$ cat src/rtl/cce_pkg.sv
// package of constants for the comparator control and event block
package cce_pkg;
  // ==========================================================
  // channel count, field widths and synchroniser length
  localparam int unsigned CCE_NUM_CHAN = 3;
  localparam int unsigned CCE_SPEED_W  = 2;
  localparam int unsigned CCE_HYST_W   = 2;
  localparam int unsigned CCE_SYNC_LEN = 3;

  // ==========================================================
  // control register bit positions
  localparam int unsigned CTL_ON_BIT   = 7;
  localparam int unsigned CTL_RES_BIT  = 6;
  localparam int unsigned CTL_RISE_BIT = 5;
  localparam int unsigned CTL_FALL_BIT = 4;
  localparam int unsigned CTL_HYP_LSB  = 2;
  localparam int unsigned CTL_HYN_LSB  = 0;

  // ==========================================================
  // mode register bit positions
  localparam int unsigned MD_RIE_BIT   = 5;
  localparam int unsigned MD_FIE_BIT   = 4;
  localparam int unsigned MD_SPEED_LSB = 0;

  // ==========================================================
  // reset values
  localparam logic [7:0] CTL_RESET_VAL   = 8'h00;
  localparam logic [7:0] MD_RESET_VAL    = 8'h02;
  localparam logic [1:0] SPEED_RESET_VAL = 2'h2;

  // ==========================================================
  // hysteresis codes, same for both directions
  localparam logic [1:0] HYST_OFF   = 2'h0;
  localparam logic [1:0] HYST_5MV   = 2'h1;
  localparam logic [1:0] HYST_10MV  = 2'h2;
  localparam logic [1:0] HYST_20MV  = 2'h3;

  // ==========================================================
  // response speed modes
  localparam logic [1:0] SPEED_FASTEST  = 2'h0;
  localparam logic [1:0] SPEED_LOWPOWER = 2'h3;

  // ==========================================================
  // power-up wait that software must respect, in ns and in cycles
  localparam int unsigned CLK_PERIOD_NS    = 50;
  localparam int unsigned POWERUP_NS       = 10000;
  localparam int unsigned POWERUP_CYCLES   = POWERUP_NS / CLK_PERIOD_NS;
endpackage

$ cat src/rtl/cce_channel.sv
// one comparator channel: input synchroniser, edge detect and sticky flags
`timescale 1ns/100ps
module cce_channel
  import cce_pkg::*;
(
  // clock and reset
  input  wire logic clock,
  input  wire logic rst,
  // analog side
  input  wire logic raw_result,
  // control
  input  wire logic channel_on_bit,
  input  wire logic rise_clear,
  input  wire logic fall_clear,
  // status
  output logic      compare_result_bit,
  output logic      rise_seen_flag,
  output logic      fall_seen_flag
);
  // ==========================================================
  // synchroniser and flags
  logic [CCE_SYNC_LEN-1:0] sync_q;
  logic [CCE_SYNC_LEN-1:0] sync_d;
  logic                    stable_q;
  logic                    stable_d;
  logic                    rise_q;
  logic                    rise_d;
  logic                    fall_q;
  logic                    fall_d;
  logic                    rise_ev;
  logic                    fall_ev;

  always_comb begin
    sync_d   = {sync_q[CCE_SYNC_LEN-2:0], raw_result};
    stable_d = stable_q;
    // a level only counts once the second and third stages agree
    if (sync_q[1] == sync_q[2]) begin
      stable_d = sync_q[2];
    end
    // disabled channel is held low so no edges arise from the off core
    if (!channel_on_bit) begin
      stable_d = 1'b0;
    end
    rise_ev = stable_d & ~stable_q;
    fall_ev = ~stable_d & stable_q;
    // set wins over clear in the same cycle
    rise_d = rise_ev | (rise_q & ~rise_clear);
    fall_d = fall_ev | (fall_q & ~fall_clear);
  end

  always_ff @(posedge clock) begin
    if (rst) begin
      sync_q   <= '0;
      stable_q <= 1'b0;
      rise_q   <= 1'b0;
      fall_q   <= 1'b0;
    end else begin
      sync_q   <= sync_d;
      stable_q <= stable_d;
      rise_q   <= rise_d;
      fall_q   <= fall_d;
    end
  end

  assign compare_result_bit = stable_q;
  assign rise_seen_flag     = rise_q;
  assign fall_seen_flag     = fall_q;
endmodule

$ cat src/rtl/cce_top.sv
// comparator control and event logic for three channels
// Summary of operation
// - writing the on bit one powers a comparator, zero shuts it down
// - three channels, each with independent enable control
// - a disabled comparator drives logic low toward its port pin
// - result readable, interrupt source, reset source and pin output
// - result bit readable anytime without side effects
// - two-bit response speed per channel goes to the analog core
// - low four control bits hold hysteresis and drive the core
// - negative hysteresis: off, 5, 10 or 20 mV
// - positive hysteresis field is separate and independent
// - rise and fall interrupt allows select which edges interrupt
// - falling output sets fall flag, rising output sets rise flag
// - edge flags stay set until software clears them
// - hysteresis codes 00 off, 01 5mV, 10 10mV, 11 20mV
// - speed mode 0 fastest to 3 lowest power, mode reset 00000010
// - control bits 7 on, 6 result, 5 rise, 4 fall; reset zero
// - result is one when positive input exceeds negative input
`timescale 1ns/100ps
module cce_top
  import cce_pkg::*;
#(
  parameter int unsigned NUM_CHAN = CCE_NUM_CHAN
)(
  // clock and reset
  input  wire logic                  clock,
  input  wire logic                  rst,
  // control register writes, one strobe per channel
  input  wire logic [NUM_CHAN-1:0]   ctl_write,
  input  wire logic [7:0]            ctl_wdata,
  // mode register writes, one strobe per channel
  input  wire logic [NUM_CHAN-1:0]   md_write,
  input  wire logic [7:0]            md_wdata,
  // register read back, flat per channel
  output logic [NUM_CHAN*8-1:0]      comparator_control_reg,
  output logic [NUM_CHAN*8-1:0]      comparator_mode_reg,
  // analog core
  input  wire logic [NUM_CHAN-1:0]   raw_result,
  output logic [NUM_CHAN-1:0]        core_power_on,
  output logic [NUM_CHAN*2-1:0]      response_speed_field,
  output logic [NUM_CHAN*2-1:0]      positive_hyst_field,
  output logic [NUM_CHAN*2-1:0]      negative_hyst_field,
  // system side uses of the result
  output logic [NUM_CHAN-1:0]        rise_irq_req,
  output logic [NUM_CHAN-1:0]        fall_irq_req,
  output logic [NUM_CHAN-1:0]        reset_source,
  output logic [NUM_CHAN-1:0]        pin_out
);
  // ==========================================================
  // per-channel control state
  logic [NUM_CHAN-1:0]   on_q;
  logic [NUM_CHAN-1:0]   on_d;
  logic [NUM_CHAN*2-1:0] hyp_q;
  logic [NUM_CHAN*2-1:0] hyp_d;
  logic [NUM_CHAN*2-1:0] hyn_q;
  logic [NUM_CHAN*2-1:0] hyn_d;
  logic [NUM_CHAN-1:0]   rie_q;
  logic [NUM_CHAN-1:0]   rie_d;
  logic [NUM_CHAN-1:0]   fie_q;
  logic [NUM_CHAN-1:0]   fie_d;
  logic [NUM_CHAN*2-1:0] spd_q;
  logic [NUM_CHAN*2-1:0] spd_d;
  logic [NUM_CHAN-1:0]   rise_clr;
  logic [NUM_CHAN-1:0]   fall_clr;
  logic [NUM_CHAN-1:0]   result;
  logic [NUM_CHAN-1:0]   rise_flag;
  logic [NUM_CHAN-1:0]   fall_flag;

  always_comb begin
    on_d     = on_q;
    hyp_d    = hyp_q;
    hyn_d    = hyn_q;
    rie_d    = rie_q;
    fie_d    = fie_q;
    spd_d    = spd_q;
    rise_clr = '0;
    fall_clr = '0;
    for (int i = 0; i < NUM_CHAN; i++) begin
      // each channel only reacts to its own strobe
      if (ctl_write[i]) begin
        on_d[i]       = ctl_wdata[CTL_ON_BIT];
        hyp_d[i*2 +: 2] = ctl_wdata[CTL_HYP_LSB +: CCE_HYST_W];
        hyn_d[i*2 +: 2] = ctl_wdata[CTL_HYN_LSB +: CCE_HYST_W];
        // flags are clear-only from software: writing one leaves them alone
        rise_clr[i]   = ~ctl_wdata[CTL_RISE_BIT];
        fall_clr[i]   = ~ctl_wdata[CTL_FALL_BIT];
      end
      if (md_write[i]) begin
        rie_d[i]        = md_wdata[MD_RIE_BIT];
        fie_d[i]        = md_wdata[MD_FIE_BIT];
        spd_d[i*2 +: 2] = md_wdata[MD_SPEED_LSB +: CCE_SPEED_W];
      end
    end
  end

  always_ff @(posedge clock) begin
    if (rst) begin
      on_q  <= '0;
      hyp_q <= '0;
      hyn_q <= '0;
      rie_q <= '0;
      fie_q <= '0;
      spd_q <= {NUM_CHAN{SPEED_RESET_VAL}};
    end else begin
      on_q  <= on_d;
      hyp_q <= hyp_d;
      hyn_q <= hyn_d;
      rie_q <= rie_d;
      fie_q <= fie_d;
      spd_q <= spd_d;
    end
  end

  // ==========================================================
  // channels
  for (genvar g = 0; g < NUM_CHAN; g++) begin : g_chan
    cce_channel u_chan (
      .clock              (clock),
      .rst                (rst),
      .raw_result         (raw_result[g]),
      .channel_on_bit     (on_q[g]),
      .rise_clear         (rise_clr[g]),
      .fall_clear         (fall_clr[g]),
      .compare_result_bit (result[g]),
      .rise_seen_flag     (rise_flag[g]),
      .fall_seen_flag     (fall_flag[g])
    );
  end

  // ==========================================================
  // outputs; hysteresis codes pass straight to the core, which decodes them
  always_comb begin
    for (int i = 0; i < NUM_CHAN; i++) begin
      comparator_control_reg[i*8 +: 8] = {on_q[i], result[i], rise_flag[i], fall_flag[i],
                                          hyp_q[i*2 +: 2], hyn_q[i*2 +: 2]};
      comparator_mode_reg[i*8 +: 8]    = {2'h0, rie_q[i], fie_q[i], 2'h0,
                                          spd_q[i*2 +: 2]};
    end
  end

  assign core_power_on        = on_q;
  assign response_speed_field = spd_q;
  assign positive_hyst_field  = hyp_q;
  assign negative_hyst_field  = hyn_q;
  // interrupt requests are levels; the controller applies its own enable
  assign rise_irq_req = rise_flag & rie_q;
  assign fall_irq_req = fall_flag & fie_q;
  // result is only meaningful after the power-up wait, left to software
  assign reset_source = result;
  assign pin_out      = result & on_q;

  // ==========================================================
  // per-channel checks, every channel held to the same rules
  for (genvar c = 0; c < NUM_CHAN; c++) begin : g_chk

  end
endmodule

$ cat config.mk
export PLATFORM = sky130hd
export DESIGN_NAME = cce_top
export DESIGN_NICKNAME = d
export VERILOG_FILES = /design/src/rtl/cce_pkg.sv /design/src/rtl/cce_channel.sv /design/src/rtl/cce_top.sv
export SDC_FILE = /design/constraint.sdc
export NUM_CORES = 1
export LEC_CHECK = 0
export BUFFER_PORTS_ARGS = -buffer_cell sky130_fd_sc_hd__buf_2
export CAP_MARGIN = 20
export CORE_MARGIN = 2
export CORE_UTILIZATION = 46
export CTS_BUF_LIST = sky130_fd_sc_hd__clkbuf_2 sky130_fd_sc_hd__clkbuf_4 sky130_fd_sc_hd__clkbuf_8
export CTS_CLUSTER_SIZE = 8
export DETAILED_ROUTE_END_ITERATION = 16
export PLACE_DENSITY = 0.88
export SLEW_MARGIN = 40
export SYNTH_ARGS = -nofsm -noshare
export SYNTH_HDL_FRONTEND = slang
export SYNTH_SLANG_ARGS = --single-unit
$ cat constraint.sdc
create_clock -name clock -period 1.2 [get_ports clock]
set_input_delay 0.24 -clock clock [delete_from_list [all_inputs] [get_ports clock]]
set_output_delay 0.24 -clock clock [all_outputs]
set_load 0.005 [all_outputs]
# ---- Yosys cells after proc, flatten, opt, wreduce, memory -nomap -nowiden
# Cells that the tools add are included.
# W data, S select, Z words.
dict set report classes {
  mux 12
  n_bitwise 35
  eq_ne 3
}
# cell n
set ops {}
lappend ops {{$not A1 Y1} 14}
lappend ops {{$and A1 B1 Y1} 12}
lappend ops {{$mux W1} 12}
lappend ops {{$and A3 B3 Y3} 3}
lappend ops {{$or A1 B1 Y1} 6}
lappend ops {{$eq A1 B1 Y1} 3}
dict set report word_totals {
  elab_cells 80
  output_inout_bits 81
  in_bits 27
  reg_bits 45
}

# ---- Logic depth before layout (Yosys ltp)
# Gate-level depths: netlist of the first run.
dict set report depth {
  ltp_word 6
  depth_mapped 4
}

# ---- Modules after synthesis
# Synthesis of the first run repeated with hierarchy kept, for this count alone.
dict set report hier_totals {
  hier_cells 196
  area_unflattened_um2 2000.7
}
# module cells_per_inst area_per_inst_um2 instances seq_area_each_um2
set modules_own_cells {}
lappend modules_own_cells {cce_top 142 1381.3 1 540.5}
lappend modules_own_cells {cce_channel 18 206.4 3 120.1}

# ---- Least setup slack after synthesis of the first run
# OpenSTA, ideal clock, no wires.
dict set report synth_timing {
  kind {register -> register}
  from {reg g_chan[0].u_chan.stable_q}
  to {reg g_chan[0].u_chan.stable_q}
  stages_incl_launch_ff 3
  arrival_time_ns 0.761
  path_buffers 0
  period_less_slack_ns 0.877
  setup_slack_ns 0.323
  setup_ns 0.116
  cell_sequence {dfxtp_1 maj3_2 and3b_1}
}
dict set report synth_between {
  elab_chain_cells 2
}
# element line_no
set synth_rtl {}
lappend synth_rtl {{from (decl)} cce_channel.sv:24} ;# logic stable_q;
lappend synth_rtl {{from (signal assigned)} cce_channel.sv:59} ;# stable_q <= stable_d;
lappend synth_rtl {{$mux W1} cce_channel.sv:37} ;# if (sync_q[1] == sync_q[2]) begin
lappend synth_rtl {{$mux W1} cce_channel.sv:41} ;# if (!channel_on_bit) begin
# Every way passes these cells.
# A chain may end at the register's enable or synchronous reset.

# ---- Worst setup path in the final report of the first run
dict set report layout_timing {
  from {reg g_chan[0].u_chan.stable_q}
  to {out pin_out[0]}
}
dict set report layout_between {
  elab_chain_cells 1
}
# element line_no
set layout_rtl {}
lappend layout_rtl {{$and A3 B3 Y3} cce_top.sv:150} ;# assign pin_out = result & on_q;
lappend layout_rtl {{to (decl)} cce_top.sv:47} ;# output logic [NUM_CHAN-1:0] pin_out
# Every way passes these cells.

==> results of run 1 <==
[state kept, by name, indices dropped and copies added (netlist names), 6 cells and up]
signal / count
negative_hyst_field: 6
g_chan.u_chan.sync_q: 9
response_speed_field: 6
positive_hyst_field: 6
[repair_timing]
item                                    4_1_cts  5_1_grt
gates resized for setup                       5        3
endpoints found under the setup margin        3        3
hold buffers                                  0        0
[layout make-up]
cell class	instances	area [um^2]	share of cell area, %
Clock buffer	7	96.3	4.24
Timing Repair Buffer	93	473	20.8
Tap cell	52	65.1	2.87
Multi-Input combinational cell	111	707	31.1
Inverter	3	11.3	0.496
Sequential cell	45	913	40.2
Clock inverter	1	5.00	0.220
[layer usage]
metal	GRT usage [%]	share of wire, %	wire [um]	vias to the layer above
met5	0	0	0	-
met4	4.91	0.52	19	0
met3	5.05	5.4	196	2
met2	26.8	53	1930	49
met1	16.1	41	1510	649
li1	-	-	-	710
[power by group]
part / switching, uW / internal [uW] / leakage, uW
Sequential: 47.0 / 1560 / 0.000373
Combinational: 153 / 155 / 0.000801
Clock: 473 / 520 / 0.0000542
Total: 673 / 2230 / 0.00123
[metrics by stage]
step	total power, uW	hold slack [ps]	instances	cell area, um^2
2_1_floorplan	1890	358	218	2050
3_3_place_gp	1940	421	304	2160
3_5_place_dp	1950	419	304	2160
4_1_cts	2950	148	312	2260
5_1_grt	3040	148	312	2270
6_report	2910	162	312	2270
[Yosys cell counts]
library cell,instances
clkbuf_2,1
buf_8,1
o21ai_0,9
mux2i_1,24
and2b_1,1
nor2b_1,11
conb_1,1
and3b_1,3
and2_1,9
a21oi_1,6
nand2_1,3
maj3_2,3
nand4b_1,3
dfxtp_1,45
nor2_1,24
inv_1,3
buf_2,8
a211o_1,3
buf_4,48
buf_6,1
[worst max-delay path: cells and delay by family, from the launching register on]
family | cells | cell delay [ps]
buf+inv | 1 | 120
simple gates | 1 | 150
flops | 1 | 350
[worst max path at each step]
stage                                                           endpoint  slack [ps]                                      startpoint
after floorplan           g_chan[0].u_chan.compare_result_bit$_SDFF_PP0_         320  g_chan[0].u_chan.compare_result_bit$_SDFF_PP0_
after global placement        g_chan[1].u_chan.fall_seen_flag$_SDFF_PP0_          90                                             rst
after detailed placement      g_chan[1].u_chan.fall_seen_flag$_SDFF_PP0_          70                                             rst
after CTS                                                     pin_out[2]          10  g_chan[2].u_chan.compare_result_bit$_SDFF_PP0_
after global routing                                          pin_out[0]           5  g_chan[0].u_chan.compare_result_bit$_SDFF_PP0_
final                                                         pin_out[0]          50  g_chan[0].u_chan.compare_result_bit$_SDFF_PP0_
[cell families after synthesis]
family / share of synthesized area (%)
buffers and inverters: 22.0
AND/OR/NAND/NOR: 14.3
flip-flops: 44.8
multiplexers: 12.0
AO/OA/AOI/OAI: 5.04
adder cells (fa/ha/maj): 1.68
other: 0.187
==> flow_summary.ini, run 1 <==
[hold_path]
hold_depth = 2
hp-class = in2reg
min-delay-start = raw_result[0]
hold_path_end = g_chan[0].u_chan.sync_q[0]$_SDFF_PP0_

[yosys]
synth-seq-cells = 45
yosys-top-cells-area = dfxtp_1 (45%), buf_4 (18%), mux2i_1 (12%)
synth_area_um2 = 2010
synth_cells = 207
ys.warnings.count = 0
yosysSeqAreaShare_pct = 44.8
netlist.area_leader.share_pct = 44.8
synth.avg_cell_area_um2 = 9.71
synth_top_cell_by_area = dfxtp_1
synth_cell_types = 20

[cells_and_area]
fillCellCount = 406
n_antenna_cell = 0
final_common_cell = buf_2
finalNetCount = 286
mostFrequentLayoutCells = buf_2 (90), dfxtp_1 (39), mux2i_1 (24), nor2_1 (24), conb_1 (12)
area_growth_pct = 13.0
drive_above_1_share_pct = 42.3
final_util_pct = 52.9

[grt]
track_usage_pct = 14.8
grt_pass1_wl_um = 5820
grt_max_degree = 32
antenna_found_initial = 0
grt-ovfl-total = 0
grt_pass1_vias = 1274

[clock_tree]
post-cts-setup-buffers = 0
clockBufferDepth = 2
numCtsBuffers = 5
htree_num_levels = 2
insertion_delay_ps = 280
cts_tree = yes
path_clk_slew_ps = 80
clock-root-buffer = clkbuf_8
cts.sinks = 45

[routing]
wirelength_um = 3660
firstDrtPassIters = 4
drc = 0
drt_iter0_markers = 73
wire_per_inst_um = 11.7
via_per_inst = 4.52
drtAntennaViolNets = 0
vias = 1410

[sta]
rsz0062_at_grt = false
worst_clock_skew_ps = 4.16
hold_viol_final = 0
tightest_slew_ps = 532
setup_tns_ps = 0
final_max_slew_viol_count = 0
finalSetupViolations = 0
setup_slack_ps = 52.5
maxSlewHeadroom_pct = 64.5
max_freq_mhz = 871
fin_crit_sh_pct = 95.6
min_period_ps = 1150

[critical_path]
crit_fanout = 6
crit_chain = and2_1 > buf_2
arrival_ps = 910
critPathLaunchType = flip-flop
ff2ff_path_depth = 2
crit_slowest_cell = dfxtp_2
r2r-end = g_chan[2].u_chan.compare_result_bit$_SDFF_PP0_
critical_path.max_stage_delay_ps = 350
ff2ff_setup_slack_ps = 290
cp-end-kind = output port
critPathKind = reg2out
required_ps = 960
reg2reg_from = g_chan[2].u_chan.sync_q[1]$_SDFF_PP0_

[placed_design]
gp_congestion = 0.726
port_buffers = 90
place_hpwl_um = 2850
dp_slack_ps = 73.2

[run_status]
outcome = finished, final reports clean

[power]
ir_drop_uv = 776
power_density_nw_per_um2 = 1280
power_leakage_uw = 0.00123

[floorplan]
initial_utilization_pct = 46.8
core_um2 = 4290
die_h_um = 70.1
ios = 108
dieArea_um2 = 4910
fp.dieW_um = 70.1
num_rows = 24

[flow_run]
drv_cap = 0
(Power assumes the default switching activity.)
==> run 2: changes to the inputs <==
- CORE_UTILIZATION: 46 -> 35
- PLACE_DENSITY: 0.88 -> 0.71
==> run 2 against run 1 <==
  * Sequential cell count stayed put
  * Setup slack worse by 1.6 ps
  * Hold slack worse by 4.7 ps
  * Largest power group unchanged
  * Die area is 30% higher
  * Clock-buffer cell count is 2 lower
  * Final cell count is 7.1% higher
  * Clock power is 32% higher
==> flow_summary.ini, run 2 (same netlist as run 1, synthesis figures left out) <==
[run_status]
outcome = finished, final reports clean

[routing]
via_per_inst = 4.22
vias = 1411
drc = 0
wirelength_um = 3790
firstDrtPassIters = 4
drt_iter0_markers = 55
drtAntennaViolNets = 0
wire_per_inst_um = 11.4

[clock_tree]
clock-root-buffer = clkbuf_8
insertion_delay_ps = 290
cts_tree = yes
cts_hold_buf = 0
numCtsBuffers = 5
clockBufferDepth = 2
path_clk_slew_ps = 80
htree_num_levels = 2
cts.sinks = 45

[cells_and_area]
largest_register_ffs = 9
final_common_cell = buf_2
final_util_pct = 42.7
register_area_um2 = 916
fillCellCount = 568
n_antenna_cell = 0
largest-register = g_chan.u_chan.sync_q
finalNetCount = 288
instances_no_fill = 334
area_growth_pct = 17.8
mostFrequentLayoutCells = buf_2 (89), dfxtp_1 (39), mux2i_1 (24), nor2_1 (24), conb_1 (12)
drive_above_1_share_pct = 43.1
multi_input_area_um2 = 709

[placed_design]
place_hpwl_um = 2970
port_buffers = 90
dp_cells = 325
gp_congestion = 0.732

[critical_path]
critPathLaunchType = flip-flop
crit_fanout = 5
required_ps = 960
critPathKind = reg2out
arrival_ps = 910
cp-end-kind = output port

[power]
power_leakage_uw = 0.00126
power_density_nw_per_um2 = 1360
ir_drop_uv = 596
total_power_uw = 3230

[sta]
hold_viol_final = 0
fin_crit_sh_pct = 95.8
max_freq_mhz = 870
rsz0062_at_grt = false
timing.hold.ws_ps = 157
worst_clock_skew_ps = 4.78
final_max_slew_viol_count = 0
finalSetupViolations = 0
setup_tns_ps = 0
min_period_ps = 1150

[grt]
grt_pass1_wl_um = 5820
track_usage_pct = 12.0
grt-ovfl-total = 0
grt_max_degree = 23
grt_pass1_vias = 1186
antenna_found_initial = 0

[floorplan]
fp.dieW_um = 79.8
die_h_um = 79.8
dieArea_um2 = 6360
core_um2 = 5540
ios = 108
num_rows = 27
initial_utilization_pct = 36.3

[flow_run]
drv_cap = 0

[hold_path]
hp-class = in2reg
run 2: changes by cell type in the layout (fill, tap and decap cells not counted), sizes merged:
cell	delta
buf	+2
bufinv	+2
clkbuf	-2
run 2: worst paths after layout:
kind / start / to / slack [ps] / cells after the start
max: g_chan[0].u_chan.compare_result_bit$_SDFF_PP0_ / pin_out[0] / 50 / 2
max reg2reg: g_chan[2].u_chan.sync_q[1]$_SDFF_PP0_ / g_chan[2].u_chan.compare_result_bit$_SDFF_PP0_ / 280 / 2
min reg2reg: g_chan[2].u_chan.sync_q[0]$_SDFF_PP0_ / g_chan[2].u_chan.sync_q[1]$_SDFF_PP0_ / 440 / 1
min: raw_result[1] / g_chan[1].u_chan.sync_q[0]$_SDFF_PP0_ / 160 / 2
run 2: final cells by class:
| class | instances | area share [%] |
|---|---|---|
| repair buffers | 95 | 21.4 |
| clock inverters | 3 | 2.75 |
| clock buffers | 5 | 2.91 |
| flip-flops and latches | 45 | 38.7 |
| multi-input cells | 111 | 30.0 |
| inverters | 3 | 0.476 |
| well taps | 72 | 3.81 |
run 2: metrics by stage:
step | area, um^2 | worst slack, ps
detailed placement | 2200 | 177
global placement | 2200 | 191
CTS | 2340 | 1.56
global route | 2370 | 4.43
finish | 2370 | 50.8
floorplan | 2050 | 323
run 2: what timing repair did:
item / 4_1_cts / 5_1_grt
pin swaps: 0 / 0
setup buffers: 0 / 1
endpoints found under the setup margin: 3 / 3
resized for setup: 6 / 5
run 2: worst max-delay path, stage by stage (launching register included):
cell and delay [ps]:
dfxtp_4 360, and2_4 150, buf_6 110
run 2: where the power goes:
| group | internal (uW) | switching [uW] |
|---|---|---|
| registers | 1560 | 47.4 |
| logic | 161 | 152 |
| clock network | 827 | 485 |
run 2: routing by layer:
metal / GRT usage (%) / wire length (um)
met2: 19.1 / 1810
met1: 15.0 / 1680
met4: 4.07 / 21
met3: 4.52 / 275
met5: 0 / 0
==> run 3: changes to the inputs <==
==> constraint.sdc (replaced) <==
create_clock -name clock -period 1.2 [get_ports clock]
set_input_delay 0.06 -clock clock [delete_from_list [all_inputs] [get_ports clock]]
set_output_delay 0.06 -clock clock [all_outputs]
set_load 0.005 [all_outputs]
==> run 3 against run 2 <==
  * Clock power is 27% lower
  * Power is 11% lower
  * Sequential cell count stayed put
  * Die area stayed put
  * Final cell count is 0.30% higher
  * Critical path depth stayed put
  * Largest cell class unchanged
  * Register-to-register slack hardly changed
  * Fmax is 9.2% higher
  * Highest routed layer unchanged
  * Cell area is 2.6% lower
  * Clock-buffer cell count is 3 higher
  * Critical endpoint unchanged
==> flow_summary.ini, run 3 (same netlist as run 1, synthesis figures left out) <==
[grt]
antenna_found_initial = 0
track_usage_pct = 12.3
grt-ovfl-total = 0
grt_max_degree = 28
grt_pass1_vias = 1208
grt_pass1_wl_um = 5980

[routing]
via_per_inst = 4.11
drt_iter0_markers = 19
drtAntennaViolNets = 0
vias = 1378
wire_per_inst_um = 11.4
drc = 0
wirelength_um = 3820
firstDrtPassIters = 3

[critical_path]
reg2reg_from = g_chan[0].u_chan.compare_result_bit$_SDFF_PP0_
ff2ff_setup_slack_ps = 270
ff2ff_path_depth = 2
crit_fanout = 7
r2r-end = g_chan[0].u_chan.compare_result_bit$_SDFF_PP0_
required_ps = 1140
cp-startpoint = core_power_on[0]$_SDFFE_PP0P_
arrival_ps = 990
cp-end-kind = output port
critPathKind = reg2out
critPathLaunchType = flip-flop

[floorplan]
num_rows = 27
initial_utilization_pct = 36.3
core_um2 = 5540
dieArea_um2 = 6360
ios = 108
fp.dieW_um = 79.8
die_h_um = 79.8

[clock_tree]
post-cts-setup-buffers = 0
htree_num_levels = 2
insertion_delay_ps = 290
clockBufferDepth = 2
cts_tree = yes
numCtsBuffers = 5
cts.sinks = 45
post_cts_resized = 0
path_clk_slew_ps = 80
cts_hold_buf = 4
clock-root-buffer = clkbuf_8

[sta]
setup_tns_ps = 0
max_freq_mhz = 950
setup_slack_ps = 148
finalSetupViolations = 0
min_period_ps = 1050
hold_viol_final = 0
rsz0062_at_grt = false
worst_clock_skew_ps = 3.73
final_max_slew_viol_count = 0
timing.hold.ws_ps = 35.2
fin_crit_sh_pct = 87.7

[run_status]
outcome = finished, final reports clean

[cells_and_area]
final_common_cell = buf_2
area_growth_pct = 14.8
largest_register_ffs = 9
n_antenna_cell = 0
drive_above_1_share_pct = 39.2
mostFrequentLayoutCells = buf_2 (90), dfxtp_1 (45), mux2i_1 (24), nor2_1 (24), conb_1 (12)
largest-register = g_chan.u_chan.sync_q
fillCellCount = 588
instances_no_fill = 335
finalNetCount = 289

[placed_design]
dp_cells = 323
dp_slack_ps = 257
port_buffers = 90
place_hpwl_um = 2910
gp_congestion = 0.692

[power]
p_comb_share_pct = 10.9
ir_drop_uv = 626
total_power_uw = 2880
pwr-share-clk_pct = 33.2
p_int_uw = 2200
pwr-share-seq_pct = 55.9
swShare_pct = 23.4
switchingPower_uw = 672
power_leakage_uw = 0.00123
power_density_nw_per_um2 = 1250

[hold_path]
hp-class = in2reg
hold_path_end = negative_hyst_field[3]$_SDFFE_PP0P_
hold_depth = 3
min-delay-start = ctl_wdata[1]

[flow_run]
drv_cap = 0
==> run 3: power groups by stage <==
stage                     combinational (uW)  sequential, uW  clock (uW)
final                                    314            1610         955
after global routing                     353            1620        1050
after CTS                                319            1610         990
after detailed placement                 308            1640           0
after global placement                   304            1640           0
after floorplan                          251            1640           0
==> run 3: layout make-up <==
type | instances | area, um^2 | share of cell area [%]
Clock buffer | 8 | 91.3 | 3.96
Tap cell | 72 | 90.1 | 3.91
Inverter | 3 | 11.3 | 0.488
Sequential cell | 45 | 901 | 39.1
Multi-Input combinational cell | 111 | 707 | 30.7
Timing Repair Buffer | 96 | 505 | 21.9
==> run 3: metrics by stage <==
| step | util (%) | instance area (um^2) |
|---|---|---|
| global placement | 39.3 | 2170 |
| floorplan | - | 2050 |
| detailed placement | 39.3 | 2170 |
| CTS | 41.6 | 2310 |
| finish | 41.6 | 2310 |
| global route | 41.6 | 2310 |
==> run 3: critical path: stages (launching register included) <==
cell	delay [ps]
dfxtp_1	430
and2_1	160
buf_2	110
==> run 3: worst max-delay path by stage <==
stage,to,slack [ps],cells past startpoint
floorplan,g_chan[0].u_chan.compare_result_bit$_SDFF_PP0_,320,2
global placement,positive_hyst_field[4]$_SDFFE_PP0P_,250,3
detailed placement,negative_hyst_field[1]$_SDFFE_PP0P_,260,3
CTS,pin_out[0],110,2
global route,pin_out[0],80,2
finish,pin_out[0],150,2
==> run 3: metal layers <==
layer | vias up | track usage (%) | share of wire [%]
met2 | 46 | 19.7 | 48
met5 | - | 0 | 0
met3 | 5 | 4.07 | 6.8
met1 | 608 | 15.6 | 44
li1 | 719 | - | -
met4 | 0 | 4.07 | 1.2
